--- src/common/scs_pkg.sv ---
// Package: register map, field layout and timing constants of the conversion sequencer
package scs_pkg;
  // Register byte offsets
  localparam logic [7:0] REG_CTRL0 = 8'h00; // conv_ctrl_reg0: busy, done flag, continuous bit
  localparam logic [7:0] REG_CTRL1 = 8'h04; // conv_ctrl_reg1: divider select
  localparam logic [7:0] REG_RESULT_LOW = 8'h08; // result_low_start_reg: write starts conversion
  localparam logic [7:0] REG_RESULT_HIGH = 8'h0C; // Upper result bits
  localparam logic [7:0] REG_STATUS = 8'h10; // Calibration status
  // conv_ctrl_reg0 fields
  localparam int CTRL0_BUSY_BIT = 0;
  localparam int CTRL0_DONE_BIT = 1;
  localparam int CTRL0_CONT_BIT = 2;
  // conv_ctrl_reg1 fields
  localparam int CTRL1_DIV_LO_BIT = 0;
  localparam logic [1:0] DIV_SEL_RESET = 2'h1;
  // Status fields
  localparam int STATUS_CAL_DONE_BIT = 0;
  // Timing
  localparam int OSC_PER_MACHINE_CYCLE = 12;
  localparam int IN_CLK_PER_MACHINE_CYCLE = 6;
  localparam int CLK_PER_MACHINE_CYCLE = 12;
  localparam int RESULT_BITS = 10;
  localparam int RESET_CAL_CONV_CLOCKS = 3328;
  localparam int IRQ_HANDLER_DELAY_MC = 3;
  localparam logic [1:0] AXI_OKAY = 2'h0;
  localparam logic [1:0] AXI_SLVERR = 2'h2;
  typedef enum logic [1:0] {
    SCS_IDLE = 2'b00,
    SCS_CONVERT = 2'b01,
    SCS_WRITE = 2'b10
  } scs_state_t;
endpackage

--- src/hdl/scs_sequencer.sv ---
// Conversion sequencer: AXI4-Lite registers, SAR sequencing and calibration engine
`timescale 1ns/1ps
module scs_sequencer
  import scs_pkg::*;
#(
  parameter int CAL_CLOCKS = RESET_CAL_CONV_CLOCKS
) (
  input wire logic clk,
  input wire logic rstn,
  input wire logic [31:0] s_axi_awaddr,
  input wire logic s_axi_awvalid,
  output logic s_axi_awready,
  input wire logic [31:0] s_axi_wdata,
  input wire logic [3:0] s_axi_wstrb,
  input wire logic s_axi_wvalid,
  output logic s_axi_wready,
  output logic [1:0] s_axi_bresp,
  output logic s_axi_bvalid,
  input wire logic s_axi_bready,
  input wire logic [31:0] s_axi_araddr,
  input wire logic s_axi_arvalid,
  output logic s_axi_arready,
  output logic [31:0] s_axi_rdata,
  output logic [1:0] s_axi_rresp,
  output logic s_axi_rvalid,
  input wire logic s_axi_rready,
  input wire logic compIn,
  output logic [RESULT_BITS-1:0] sarTrial,
  output logic convDoneIrq,
  output logic machineCycleStrobe
);

  // Cycle count of a conversion in machine cycles for a given divider select
  function automatic logic [6:0] conv_cycles(input logic [1:0] sel);
    conv_cycles = 7'(8 << sel);
  endfunction

  // Conversion clock divide count in clk cycles (clk stands for the oscillator)
  function automatic logic [5:0] div_count(input logic [1:0] sel);
    div_count = 6'(4 << sel);
  endfunction

  logic [7:0] awAddr;
  logic awHeld;
  logic [31:0] wData;
  logic [3:0] wStrb;
  logic wHeld;
  logic doWrite;
  logic [1:0] divSel;
  logic contMode;
  logic busyFlag;
  logic doneFlag;
  logic [RESULT_BITS-1:0] result;
  logic startPending;
  logic [3:0] mcCount;
  logic mcTick;
  logic [5:0] adcCount;
  logic adcTick;
  scs_state_t state;
  logic [6:0] phaseCount;
  logic [RESULT_BITS-1:0] sarReg;
  logic [3:0] bitIdx;
  logic [11:0] calCount;
  logic calDone;
  logic calSel;
  logic [1:0] calAddr;
  logic [7:0] calRam [4];
  logic [1:0] irqDelay;

  // Write channels taken independently, in either order
  assign s_axi_awready = !awHeld && !s_axi_bvalid;
  assign s_axi_wready = !wHeld && !s_axi_bvalid;
  assign doWrite = awHeld && wHeld && !s_axi_bvalid;

  always_ff @(posedge clk) begin
    if (!rstn) begin
      awHeld <= 1'b0;
      wHeld <= 1'b0;
      awAddr <= 8'h00;
      wData <= 32'h0000_0000;
      wStrb <= 4'h0;
      s_axi_bvalid <= 1'b0;
      s_axi_bresp <= AXI_OKAY;
    end else begin
      if (s_axi_awvalid && s_axi_awready) begin
        awHeld <= 1'b1;
        awAddr <= s_axi_awaddr[7:0];
      end
      if (s_axi_wvalid && s_axi_wready) begin
        wHeld <= 1'b1;
        wData <= s_axi_wdata;
        wStrb <= s_axi_wstrb;
      end
      if (doWrite) begin
        awHeld <= 1'b0;
        wHeld <= 1'b0;
        s_axi_bvalid <= 1'b1;
        s_axi_bresp <= (awAddr == REG_CTRL0 || awAddr == REG_CTRL1 || awAddr == REG_RESULT_LOW) ?
          AXI_OKAY : AXI_SLVERR;
      end else if (s_axi_bvalid && s_axi_bready) begin
        s_axi_bvalid <= 1'b0;
      end
    end
  end

  // Read channel, one outstanding read
  assign s_axi_arready = !s_axi_rvalid;

  always_ff @(posedge clk) begin
    if (!rstn) begin
      s_axi_rvalid <= 1'b0;
      s_axi_rdata <= 32'h0000_0000;
      s_axi_rresp <= AXI_OKAY;
    end else if (s_axi_arvalid && s_axi_arready) begin
      s_axi_rvalid <= 1'b1;
      s_axi_rresp <= AXI_OKAY;
      unique case (s_axi_araddr[7:0])
        REG_CTRL0: s_axi_rdata <= {29'h0, contMode, doneFlag, busyFlag};
        REG_CTRL1: s_axi_rdata <= {30'h0, divSel};
        REG_RESULT_LOW: s_axi_rdata <= {24'h0, result[7:0]};
        REG_RESULT_HIGH: s_axi_rdata <= {30'h0, result[9:8]};
        REG_STATUS: s_axi_rdata <= {31'h0, calDone}; // Only completion shows, never cal data
        default: begin
          s_axi_rdata <= 32'h0000_0000;
          s_axi_rresp <= AXI_SLVERR;
        end
      endcase
    end else if (s_axi_rvalid && s_axi_rready) begin
      s_axi_rvalid <= 1'b0;
    end
  end

  // Machine cycle tick: twelve clk periods, six input clock periods
  always_ff @(posedge clk) begin
    if (!rstn) begin
      mcCount <= 4'h0;
    end else begin
      mcCount <= (mcCount == 4'(CLK_PER_MACHINE_CYCLE - 1)) ? 4'h0 : mcCount + 4'h1;
    end
  end
  assign mcTick = (mcCount == 4'(CLK_PER_MACHINE_CYCLE - 1));
  assign machineCycleStrobe = mcTick;

  // Conversion clock enable from the prescaler
  always_ff @(posedge clk) begin
    if (!rstn) begin
      adcCount <= 6'h00;
    end else begin
      adcCount <= (adcCount >= div_count(divSel) - 6'h01) ? 6'h00 : adcCount + 6'h01;
    end
  end
  assign adcTick = (adcCount >= div_count(divSel) - 6'h01);

  // Software control bits; software alone clears the done flag
  always_ff @(posedge clk) begin
    if (!rstn) begin
      divSel <= DIV_SEL_RESET;
      contMode <= 1'b0;
    end else if (doWrite) begin
      if (awAddr == REG_CTRL1 && wStrb[0]) begin
        divSel <= wData[CTRL1_DIV_LO_BIT +: 2];
      end
      if (awAddr == REG_CTRL0 && wStrb[0]) begin
        contMode <= wData[CTRL0_CONT_BIT];
      end
    end
  end

  // Start latch: held until the next machine-cycle boundary
  always_ff @(posedge clk) begin
    if (!rstn) begin
      startPending <= 1'b0;
    end else if (doWrite && awAddr == REG_RESULT_LOW) begin
      startPending <= 1'b1;
    end else if (mcTick) begin
      startPending <= 1'b0;
    end
  end

  // Conversion sequence on machine cycle boundaries
  always_ff @(posedge clk) begin
    if (!rstn) begin
      state <= SCS_IDLE;
      phaseCount <= 7'h00;
      busyFlag <= 1'b0;
    end else if (mcTick) begin
      if (startPending) begin
        state <= SCS_CONVERT;
        phaseCount <= 7'h01;
        busyFlag <= 1'b1;
      end else begin
        unique case (state)
          SCS_IDLE: begin
            busyFlag <= 1'b0;
          end
          SCS_CONVERT: begin
            if (phaseCount == conv_cycles(divSel)) begin
              state <= SCS_WRITE;
              busyFlag <= 1'b0;
            end else begin
              phaseCount <= phaseCount + 7'h01;
            end
          end
          SCS_WRITE: begin
            if (contMode) begin
              state <= SCS_CONVERT;
              phaseCount <= 7'h01;
              busyFlag <= 1'b1;
            end else begin
              state <= SCS_IDLE;
            end
          end
          default: begin
            state <= SCS_IDLE;
          end
        endcase
      end
    end
  end

  // Done flag: set at conversion end, set wins over a software clear
  always_ff @(posedge clk) begin
    if (!rstn) begin
      doneFlag <= 1'b0;
    end else if (mcTick && !startPending && state == SCS_CONVERT && phaseCount == conv_cycles(divSel)) begin
      doneFlag <= 1'b1;
    end else if (doWrite && awAddr == REG_CTRL0 && wStrb[0] && !wData[CTRL0_DONE_BIT]) begin
      doneFlag <= 1'b0;
    end
  end

  // Successive approximation, one trial bit per conversion clock
  always_ff @(posedge clk) begin
    if (!rstn) begin
      sarReg <= '0;
      bitIdx <= 4'h0;
    end else if (mcTick && (startPending || (state == SCS_WRITE && contMode))) begin
      sarReg <= '0;
      bitIdx <= 4'(RESULT_BITS);
    end else if (state == SCS_CONVERT && adcTick && bitIdx != 4'h0) begin
      sarReg[bitIdx - 4'h1] <= compIn;
      bitIdx <= bitIdx - 4'h1;
    end
  end
  // Trial word: settled bits plus the bit now under test
  assign sarTrial = (bitIdx != 4'h0) ? (sarReg | (10'h001 << (bitIdx - 4'h1))) : sarReg;

  // Result load in the write-result cycle, readable at once
  always_ff @(posedge clk) begin
    if (!rstn) begin
      result <= '0;
    end else if (mcTick && !startPending && state == SCS_CONVERT && phaseCount == conv_cycles(divSel)) begin
      result <= sarReg;
    end
  end

  // Calibration engine: reset calibration counts in idle only, RAM nudging goes on during conversions
  always_ff @(posedge clk) begin
    if (!rstn) begin
      calCount <= 12'h000;
      calDone <= 1'b0;
      calSel <= 1'b0;
    end else if (adcTick) begin
      if (!calDone && state == SCS_IDLE) begin
        calSel <= !calSel;
        if (calCount == 12'(CAL_CLOCKS - 1)) begin
          calDone <= 1'b1;
        end else begin
          calCount <= calCount + 12'h001;
        end
      end else if (state == SCS_CONVERT) begin
        calSel <= !calSel;
      end
    end
  end

  // Calibration RAM: offset in even words, linearity in odd words
  assign calAddr = {calCount[0], calSel};
  always_ff @(posedge clk) begin
    if (!rstn) begin
      calRam[0] <= 8'h00;
      calRam[1] <= 8'h00;
      calRam[2] <= 8'h00;
      calRam[3] <= 8'h00;
    end else if (adcTick && (state == SCS_CONVERT || (!calDone && state == SCS_IDLE))) begin
      // Nudge toward the comparator verdict; no register reaches this
      if (compIn && calRam[calAddr] != 8'hFF) begin
        calRam[calAddr] <= calRam[calAddr] + 8'h01;
      end else if (!compIn && calRam[calAddr] != 8'h00) begin
        calRam[calAddr] <= calRam[calAddr] - 8'h01;
      end
    end
  end

  // Interrupt line to the core's controller, mirrors the done flag
  assign convDoneIrq = doneFlag;
  always_ff @(posedge clk) begin
    if (!rstn) begin
      irqDelay <= 2'h0;
    end else if (mcTick) begin
      irqDelay <= (state == SCS_WRITE) ? 2'h1 : ((irqDelay != 2'h0 && irqDelay != 2'h3) ? irqDelay + 2'h1 : 2'h0);
    end
  end

  property p_done_on_end;
    @(posedge clk) disable iff (!rstn)
      (mcTick && !startPending && state == SCS_CONVERT && phaseCount == conv_cycles(divSel))
        |=> (doneFlag && !busyFlag && state == SCS_WRITE);
  endproperty
  a_done_on_end: assert property (p_done_on_end) else $error("done flag not set at end");

  property p_busy_start;
    @(posedge clk) disable iff (!rstn) (mcTick && startPending) |=> (busyFlag && phaseCount == 7'h01);
  endproperty
  a_busy_start: assert property (p_busy_start) else $error("busy not set at start");

  property p_write_one_cycle;
    @(posedge clk) disable iff (!rstn)
      (mcTick && state == SCS_WRITE && contMode && !startPending) |=> (busyFlag && state == SCS_CONVERT);
  endproperty
  a_write_one_cycle: assert property (p_write_one_cycle) else $error("continuous restart missing");

  property p_done_sticky;
    @(posedge clk) disable iff (!rstn) (doneFlag && !doWrite) |=> doneFlag;
  endproperty
  a_done_sticky: assert property (p_done_sticky) else $error("done flag dropped");

  property p_result_load;
    @(posedge clk) disable iff (!rstn) (state == SCS_WRITE) |-> (result == sarReg);
  endproperty
  a_result_load: assert property (p_result_load) else $error("result not loaded");

  property p_length;
    @(posedge clk) disable iff (!rstn) (state == SCS_CONVERT) |-> (phaseCount <= conv_cycles(divSel));
  endproperty
  a_length: assert property (p_length) else $error("conversion overrun");

  property p_mc;
    // Eleven quiet clocks split as eight repeated plus three single steps
    @(posedge clk) disable iff (!rstn)
      mcTick |=> !mcTick [*8] ##1 !mcTick ##1 !mcTick ##1 !mcTick ##1 mcTick;
  endproperty
  a_mc: assert property (p_mc) else $error("machine cycle not twelve clocks");

  property p_stop;
    @(posedge clk) disable iff (!rstn)
      (mcTick && state == SCS_WRITE && !contMode && !startPending) |=> (state == SCS_IDLE && !busyFlag);
  endproperty
  a_stop: assert property (p_stop) else $error("conversion restarted without continuous");

endmodule

--- config.mk ---
export PLATFORM = sky130hd
export DESIGN_NAME = scs_sequencer
export DESIGN_NICKNAME = d
export VERILOG_FILES = /design/src/common/scs_pkg.sv /design/src/hdl/scs_sequencer.sv
export SDC_FILE = /design/constraint.sdc
export NUM_CORES = 1
export LEC_CHECK = 0
export ABC_AREA = 1
export BUFFER_PORTS_ARGS = -buffer_cell sky130_fd_sc_hd__buf_2
export CAP_MARGIN = 25
export CORE_AREA = 4 4 97 191
export DETAILED_ROUTE_END_ITERATION = 7
export DIE_AREA = 0 0 101 195
export SYNTH_ARGS = -nofsm -noshare
export SYNTH_HDL_FRONTEND = slang
export SYNTH_SLANG_ARGS = --single-unit
--- constraint.sdc ---
create_clock -name clk -period 2.5 [get_ports clk]
set_input_delay 0.25 -clock clk [delete_from_list [all_inputs] [get_ports clk]]
set_output_delay 0.25 -clock clk [all_outputs]
set_load 0.02 [all_outputs]
# ---- After elaboration in Yosys (flattened, before gate mapping)
# Index checks and enable logic that the tools add are counted.
dict set report totals {
  ff_bits 114
  input_bits 108
  out_inout_bits 53
  word_cells 141
}
dict set report classes {
  addsub 6
  order_cmp 3
  eq_ne 15
  shifts 3
  muxes 29
  bitwise_logic 3
  n_reduce_logical 57
}
# cell count
set op_table {}
lappend op_table {{8-bit case mux with 5 select lines} 1}
lappend op_table {{8-bit by 4-bit == test with 1-bit output (second input constant)} 3}
lappend op_table {{1-bit logical AND} 24}
lappend op_table {{7-bit 2-to-1 mux} 3}
lappend op_table {{8-bit by 3-bit == test with 1-bit output (second input constant)} 2}
lappend op_table {{8-bit zero test} 2}
lappend op_table {{7-bit case mux with 2 select lines} 1}
lappend op_table {{1-bit 2-to-1 mux} 13}
lappend op_table {{12-bit by 1-bit adder with 12-bit output (second input constant)} 1}
lappend op_table {{12-bit == test (second input constant)} 1}
lappend op_table {{10-bit bitwise mux} 1}
lappend op_table {{10-bit 2-to-1 mux} 1}
lappend op_table {{10-bit bitwise OR} 1}
lappend op_table {{2-bit nonzero test} 5}
lappend op_table {{1-bit by 4-bit << shifter with 10-bit output (first input constant)} 1}
lappend op_table {{3-bit AND reduction} 3}
lappend op_table {{8-bit by 5-bit == test with 1-bit output (second input constant)} 1}
lappend op_table {{2-bit 2-to-1 mux} 4}
lappend op_table {{4-bit 2-to-1 mux} 2}
lappend op_table {{4-bit AND reduction} 2}
lappend op_table {{4-bit nonzero test} 2}
lappend op_table {{2-bit OR reduction} 4}
lappend op_table {{7-bit by 1-bit adder with 7-bit output (second input constant)} 1}
lappend op_table {{7-bit == test} 1}
lappend op_table {{25 further kinds} 36}

# ---- Longest topological paths before layout
dict set report logic_depth {
  ltp_word 7
  ltp_mapped 13
  depth_no_buf 11
}

# ---- Worst setup path after synthesis
# OpenSTA, ideal clock, no wires.
dict set report synth_timing {
  kind {register -> output}
  from {reg bitIdx[0]}
  to {out sarTrial[4]}
  arrival_time_ns 1.534
  required_time_ns 2.250
  slack_ns 0.716
  stages_incl_launch_ff 8
  path_buffers 0
  path_cell_list {dfxtp_1 -> inv_1 -> ha_1 -> xnor2_1 -> inv_1 -> nand2_1 -> nor2_1 -> or2_2}
}
dict set report synth_via {
  elab_chain_cells 4
  elab_cells_between_ends 5
  classes_between {add/sub: 1; shift: 1; mux: 1; bitwise: 1; reduce/logical: 1}
}
# element line
set synth_rtl {}
lappend synth_rtl {{start: declaration} scs_sequencer.sv:62} ;# logic [3:0] bitIdx;
lappend synth_rtl {{start signal: assignment} scs_sequencer.sv:239} ;# bitIdx <= 4'(RESULT_BITS);
lappend synth_rtl {{start signal: assignment} scs_sequencer.sv:242} ;# bitIdx <= bitIdx - 4'h1;
lappend synth_rtl {{4-bit by 1-bit subtractor with 4-bit output} scs_sequencer.sv:246} ;# assign sarTrial = (bitIdx != 4'h0) ? (sarReg | (10'h001 << (bitIdx - 4'h1))) : sarReg;
lappend synth_rtl {{1-bit by 4-bit << shifter with 10-bit output} scs_sequencer.sv:246}
lappend synth_rtl {{10-bit bitwise OR} scs_sequencer.sv:246}
lappend synth_rtl {{10-bit 2-to-1 mux (*)} scs_sequencer.sv:246}
lappend synth_rtl {{end: declaration} scs_sequencer.sv:28} ;# output logic [RESULT_BITS-1:0] sarTrial,
# Mark *: on every way between the ends. The rest lies on a longest branch, timed or not.

# ---- Final worst setup path
# Same ends and word-level chain as after synthesis.

==> impl_metrics.json <==
{
  "yosysWarnings": 0,
  "grt_max_degree": 51,
  "cp.arrival_ns": 2.07,
  "p_leak_uw": 0.00233,
  "fmax_mhz": 432,
  "crit_fanout": 5,
  "post-place-ws_ns": 0.323,
  "cts_tree": "done",
  "endpoint_kind": "output port",
  "dr_wl_met2_um": 5310,
  "max_slew_margin": 0.669,
  "design_area_sq_um": 5260,
  "cap_violations": 0,
  "yosysUniqueCellTypes": 37,
  "grt_pass1_wl_um": 18100,
  "hold_depth": 3,
  "crit_type": "register to output port",
  "cts_buffer_depth": 2,
  "wl_per_cell_um": 11.7,
  "p_per_area_nw_per_um2": 609,
  "startpoint_type": "register",
  "placementRows": 68,
  "die_w_um": 101,
  "cts_root_buf": "clkbuf_16",
  "reg2reg_slack_ns": 0.37,
  "clk_pin_slew_ns": 0.06,
  "rr_worst_depth": 10,
  "grt-ovfl-total": 0,
  "hold_end": "awAddr[7]",
  "layout.nets": 822,
  "dieArea_sq_um": 19700,
  "clock_skew_ns": 0.00403,
  "hold_viol": 0,
  "finalCritPeriodShare": 0.927,
  "synth_ff_type": "dfxtp_1",
  "numCtsBuffers": 9,
  "status": "finished, final reports clean",
  "reg2reg_to": "calCount[8]",
  "antenna_cells": 0,
  "placed_cells": 899,
  "ys_seq_area_frac": 0.388,
  "r2r-start": "divSel[1]",
  "finalSetupViolations": 0,
  "synth.ff_latch_count": 88,
  "dr_wl_met3_um": 462,
  "post-route-min-period_ns": 2.32,
  "cts_sinks": 88,
  "tightest_slew_ns": 0.493,
  "synthToLayoutAreaGrowth_pct": 15.7,
  "syn_inst": 647,
  "avgViaCountPerCell": 4.39,
  "yosys.area.top_type": "dfxtp_1",
  "dp_hpwl_um": 8160,
  "routed.top_layer": "met4",
  "syn_area_per_cell_sq_um": 7.03,
  "die_y_um": 195,
  "synth-async-reset-ratio": 0,
  "vias": 4023,
  "layout.core_utilization": 0.308,
  "synthDominantCellAreaShare": 0.388,
  "ant_nets": 0,
  "synth_area_leaders": "dfxtp_1, nor2_1, nand2_1, a21oi_1, inv_1",
  "worst_slack_ns": 0.183,
  "clkLatencyLatePin_ns": 0.34,
  "finalSetupTns_ns": 0,
  "antenna_found_initial": 0,
  "synth_edf_count": 0,
  "min-delay-start": "s_axi_awaddr[7]",
  "syn_area_sq_um": 4550,
  "grt_pass1_vias": 3870,
  "first_pass_iters": 4,
  "port-buffer-count": 54,
  "pin_count": 161,
  "htree_levels": 3,
  "drive_above_1_share": 0.164,
  "hold_class": "input pin to register",
  "core_sq_um": 17100,
  "placed_cell_area_sq_um": 4910,
  "final_cells": 916,
  "drt-initial-drc-count": 133,
  "worstSetupStartpoint": "bitIdx[0]",
  "drc": 0,
  "required_ns": 2.25,
  "grt_usage": 0.113,
  "totalWireLength_um": 10700,
  "ir_drop_mv": 0.259,
  "rsz0062_at_grt": "false",
  "finalMaxSlewViolations": 0,
  "place_congestion": 0.815,
  "wl_met1_um": 4830,
  "start_util": 0.266
}
==> where the power goes <==
group / internal [uW] / switching, uW / leakage (uW)
Clock: 906 / 574 / 0.000151
Sequential: 1440 / 25.9 / 0.000716
Combinational: 73.2 / 180 / 0.00147
Total: 2420 / 780 / 0.00233
==> stage by stage <==
stage	hold WS [ns]	total power [uW]
finish	0.158	3200
global placement	0.431	1750
floorplan	0.413	1710
CTS	0.145	3250
detailed placement	0.452	1760
global route	0.173	3340
==> Yosys cell counts (all sizes together) (4+ instances only) <==
cell,count
xor2,10
nor3,6
xnor2,5
or2,12
ha,13
clkbuf,8
clkinv,4
nand3,41
nand2,114
o21ai,48
buf,34
nand4,11
nor2,136
a21oi,46
inv,62
dfxtp,88
==> registers in the layout (all words and copies together) (netlist names), 2 cells and up <==
register / count
state: 2
divSel: 2
awAddr: 8
adcCount: 6
phaseCount: 7
s_axi_rdata: 8
sarReg: 10
result: 10
calCount: 12
mcCount: 4
bitIdx: 4
wData: 3
==> final cells by class <==
cell class	instances	area, sq um
flip-flops and latches	88	1760
well taps	210	263
multi-input cells	476	2330
repair buffers	60	315
inverters	66	255
fillers	1855	11800
clock buffers	10	239
clock inverters	6	91.3
==> layout by cell type (no fill, tap or decap), types with 12 or more instances in the layout <==
cell type / n
nor2_1: 128
nand2_1: 111
dfxtp_1: 87
inv_1: 58
buf_2: 54
a21oi_1: 45
o21ai_0: 40
nand3_1: 37
conb_1: 26
ha_1: 13
or2_2: 12
==> worst max-delay path: stages (launching register included) <==
cell	delay (ns)
dfxtp_2	0.36
inv_1	0.10
ha_1	0.26
xnor2_2	0.24
inv_1	0.09
nand2_1	0.15
nor2_1	0.08
or2_2	0.28
buf_2	0.17
==> logic make-up (layout without fill, tap and decap cells) <==
kind of cell | Yosys count | count (layout) | share of synthesized area
simple gates | 324 | 324 | 0.313
buf+inv | 108 | 142 | 0.121
compound gates | 98 | 98 | 0.113
flops | 88 | 88 | 0.388
xor+xnor | 15 | 15 | 0.0289
fa+ha+maj | 13 | 13 | 0.0358
other cells | 1 | 26 | 0.000825
==> timing repair <==
| item | CTS | global route |
|---|---|---|
| gates resized for setup | 1 | 1 |
| hold buffers | 0 | 0 |
| setup endpoints to repair | 4 | 4 |
| setup buffers | 0 | 1 |
| pin swaps | 0 | 1 |
==> metal layers <==
metal / GRT usage / up-vias
met5: 0 / -
met4: 0.0350 / 0
met3: 0.0286 / 13
met2: 0.189 / 67
met1: 0.141 / 1819
li1: - / 2124
==> how the worst max path moves through the flow <==
| stage | to | slack (ns) | cells after the start |
|---|---|---|---|
| 2_1_floorplan | sarTrial[4] | 0.72 | 7 |
| 3_3_place_gp | sarTrial[4] | 0.34 | 8 |
| 3_5_place_dp | sarTrial[4] | 0.32 | 8 |
| 4_1_cts | sarTrial[4] | 0.06 | 8 |
| 5_1_grt | sarTrial[4] | 0.03 | 8 |
| 6_report | sarTrial[4] | 0.18 | 8 |
(Power assumes the default switching activity.)
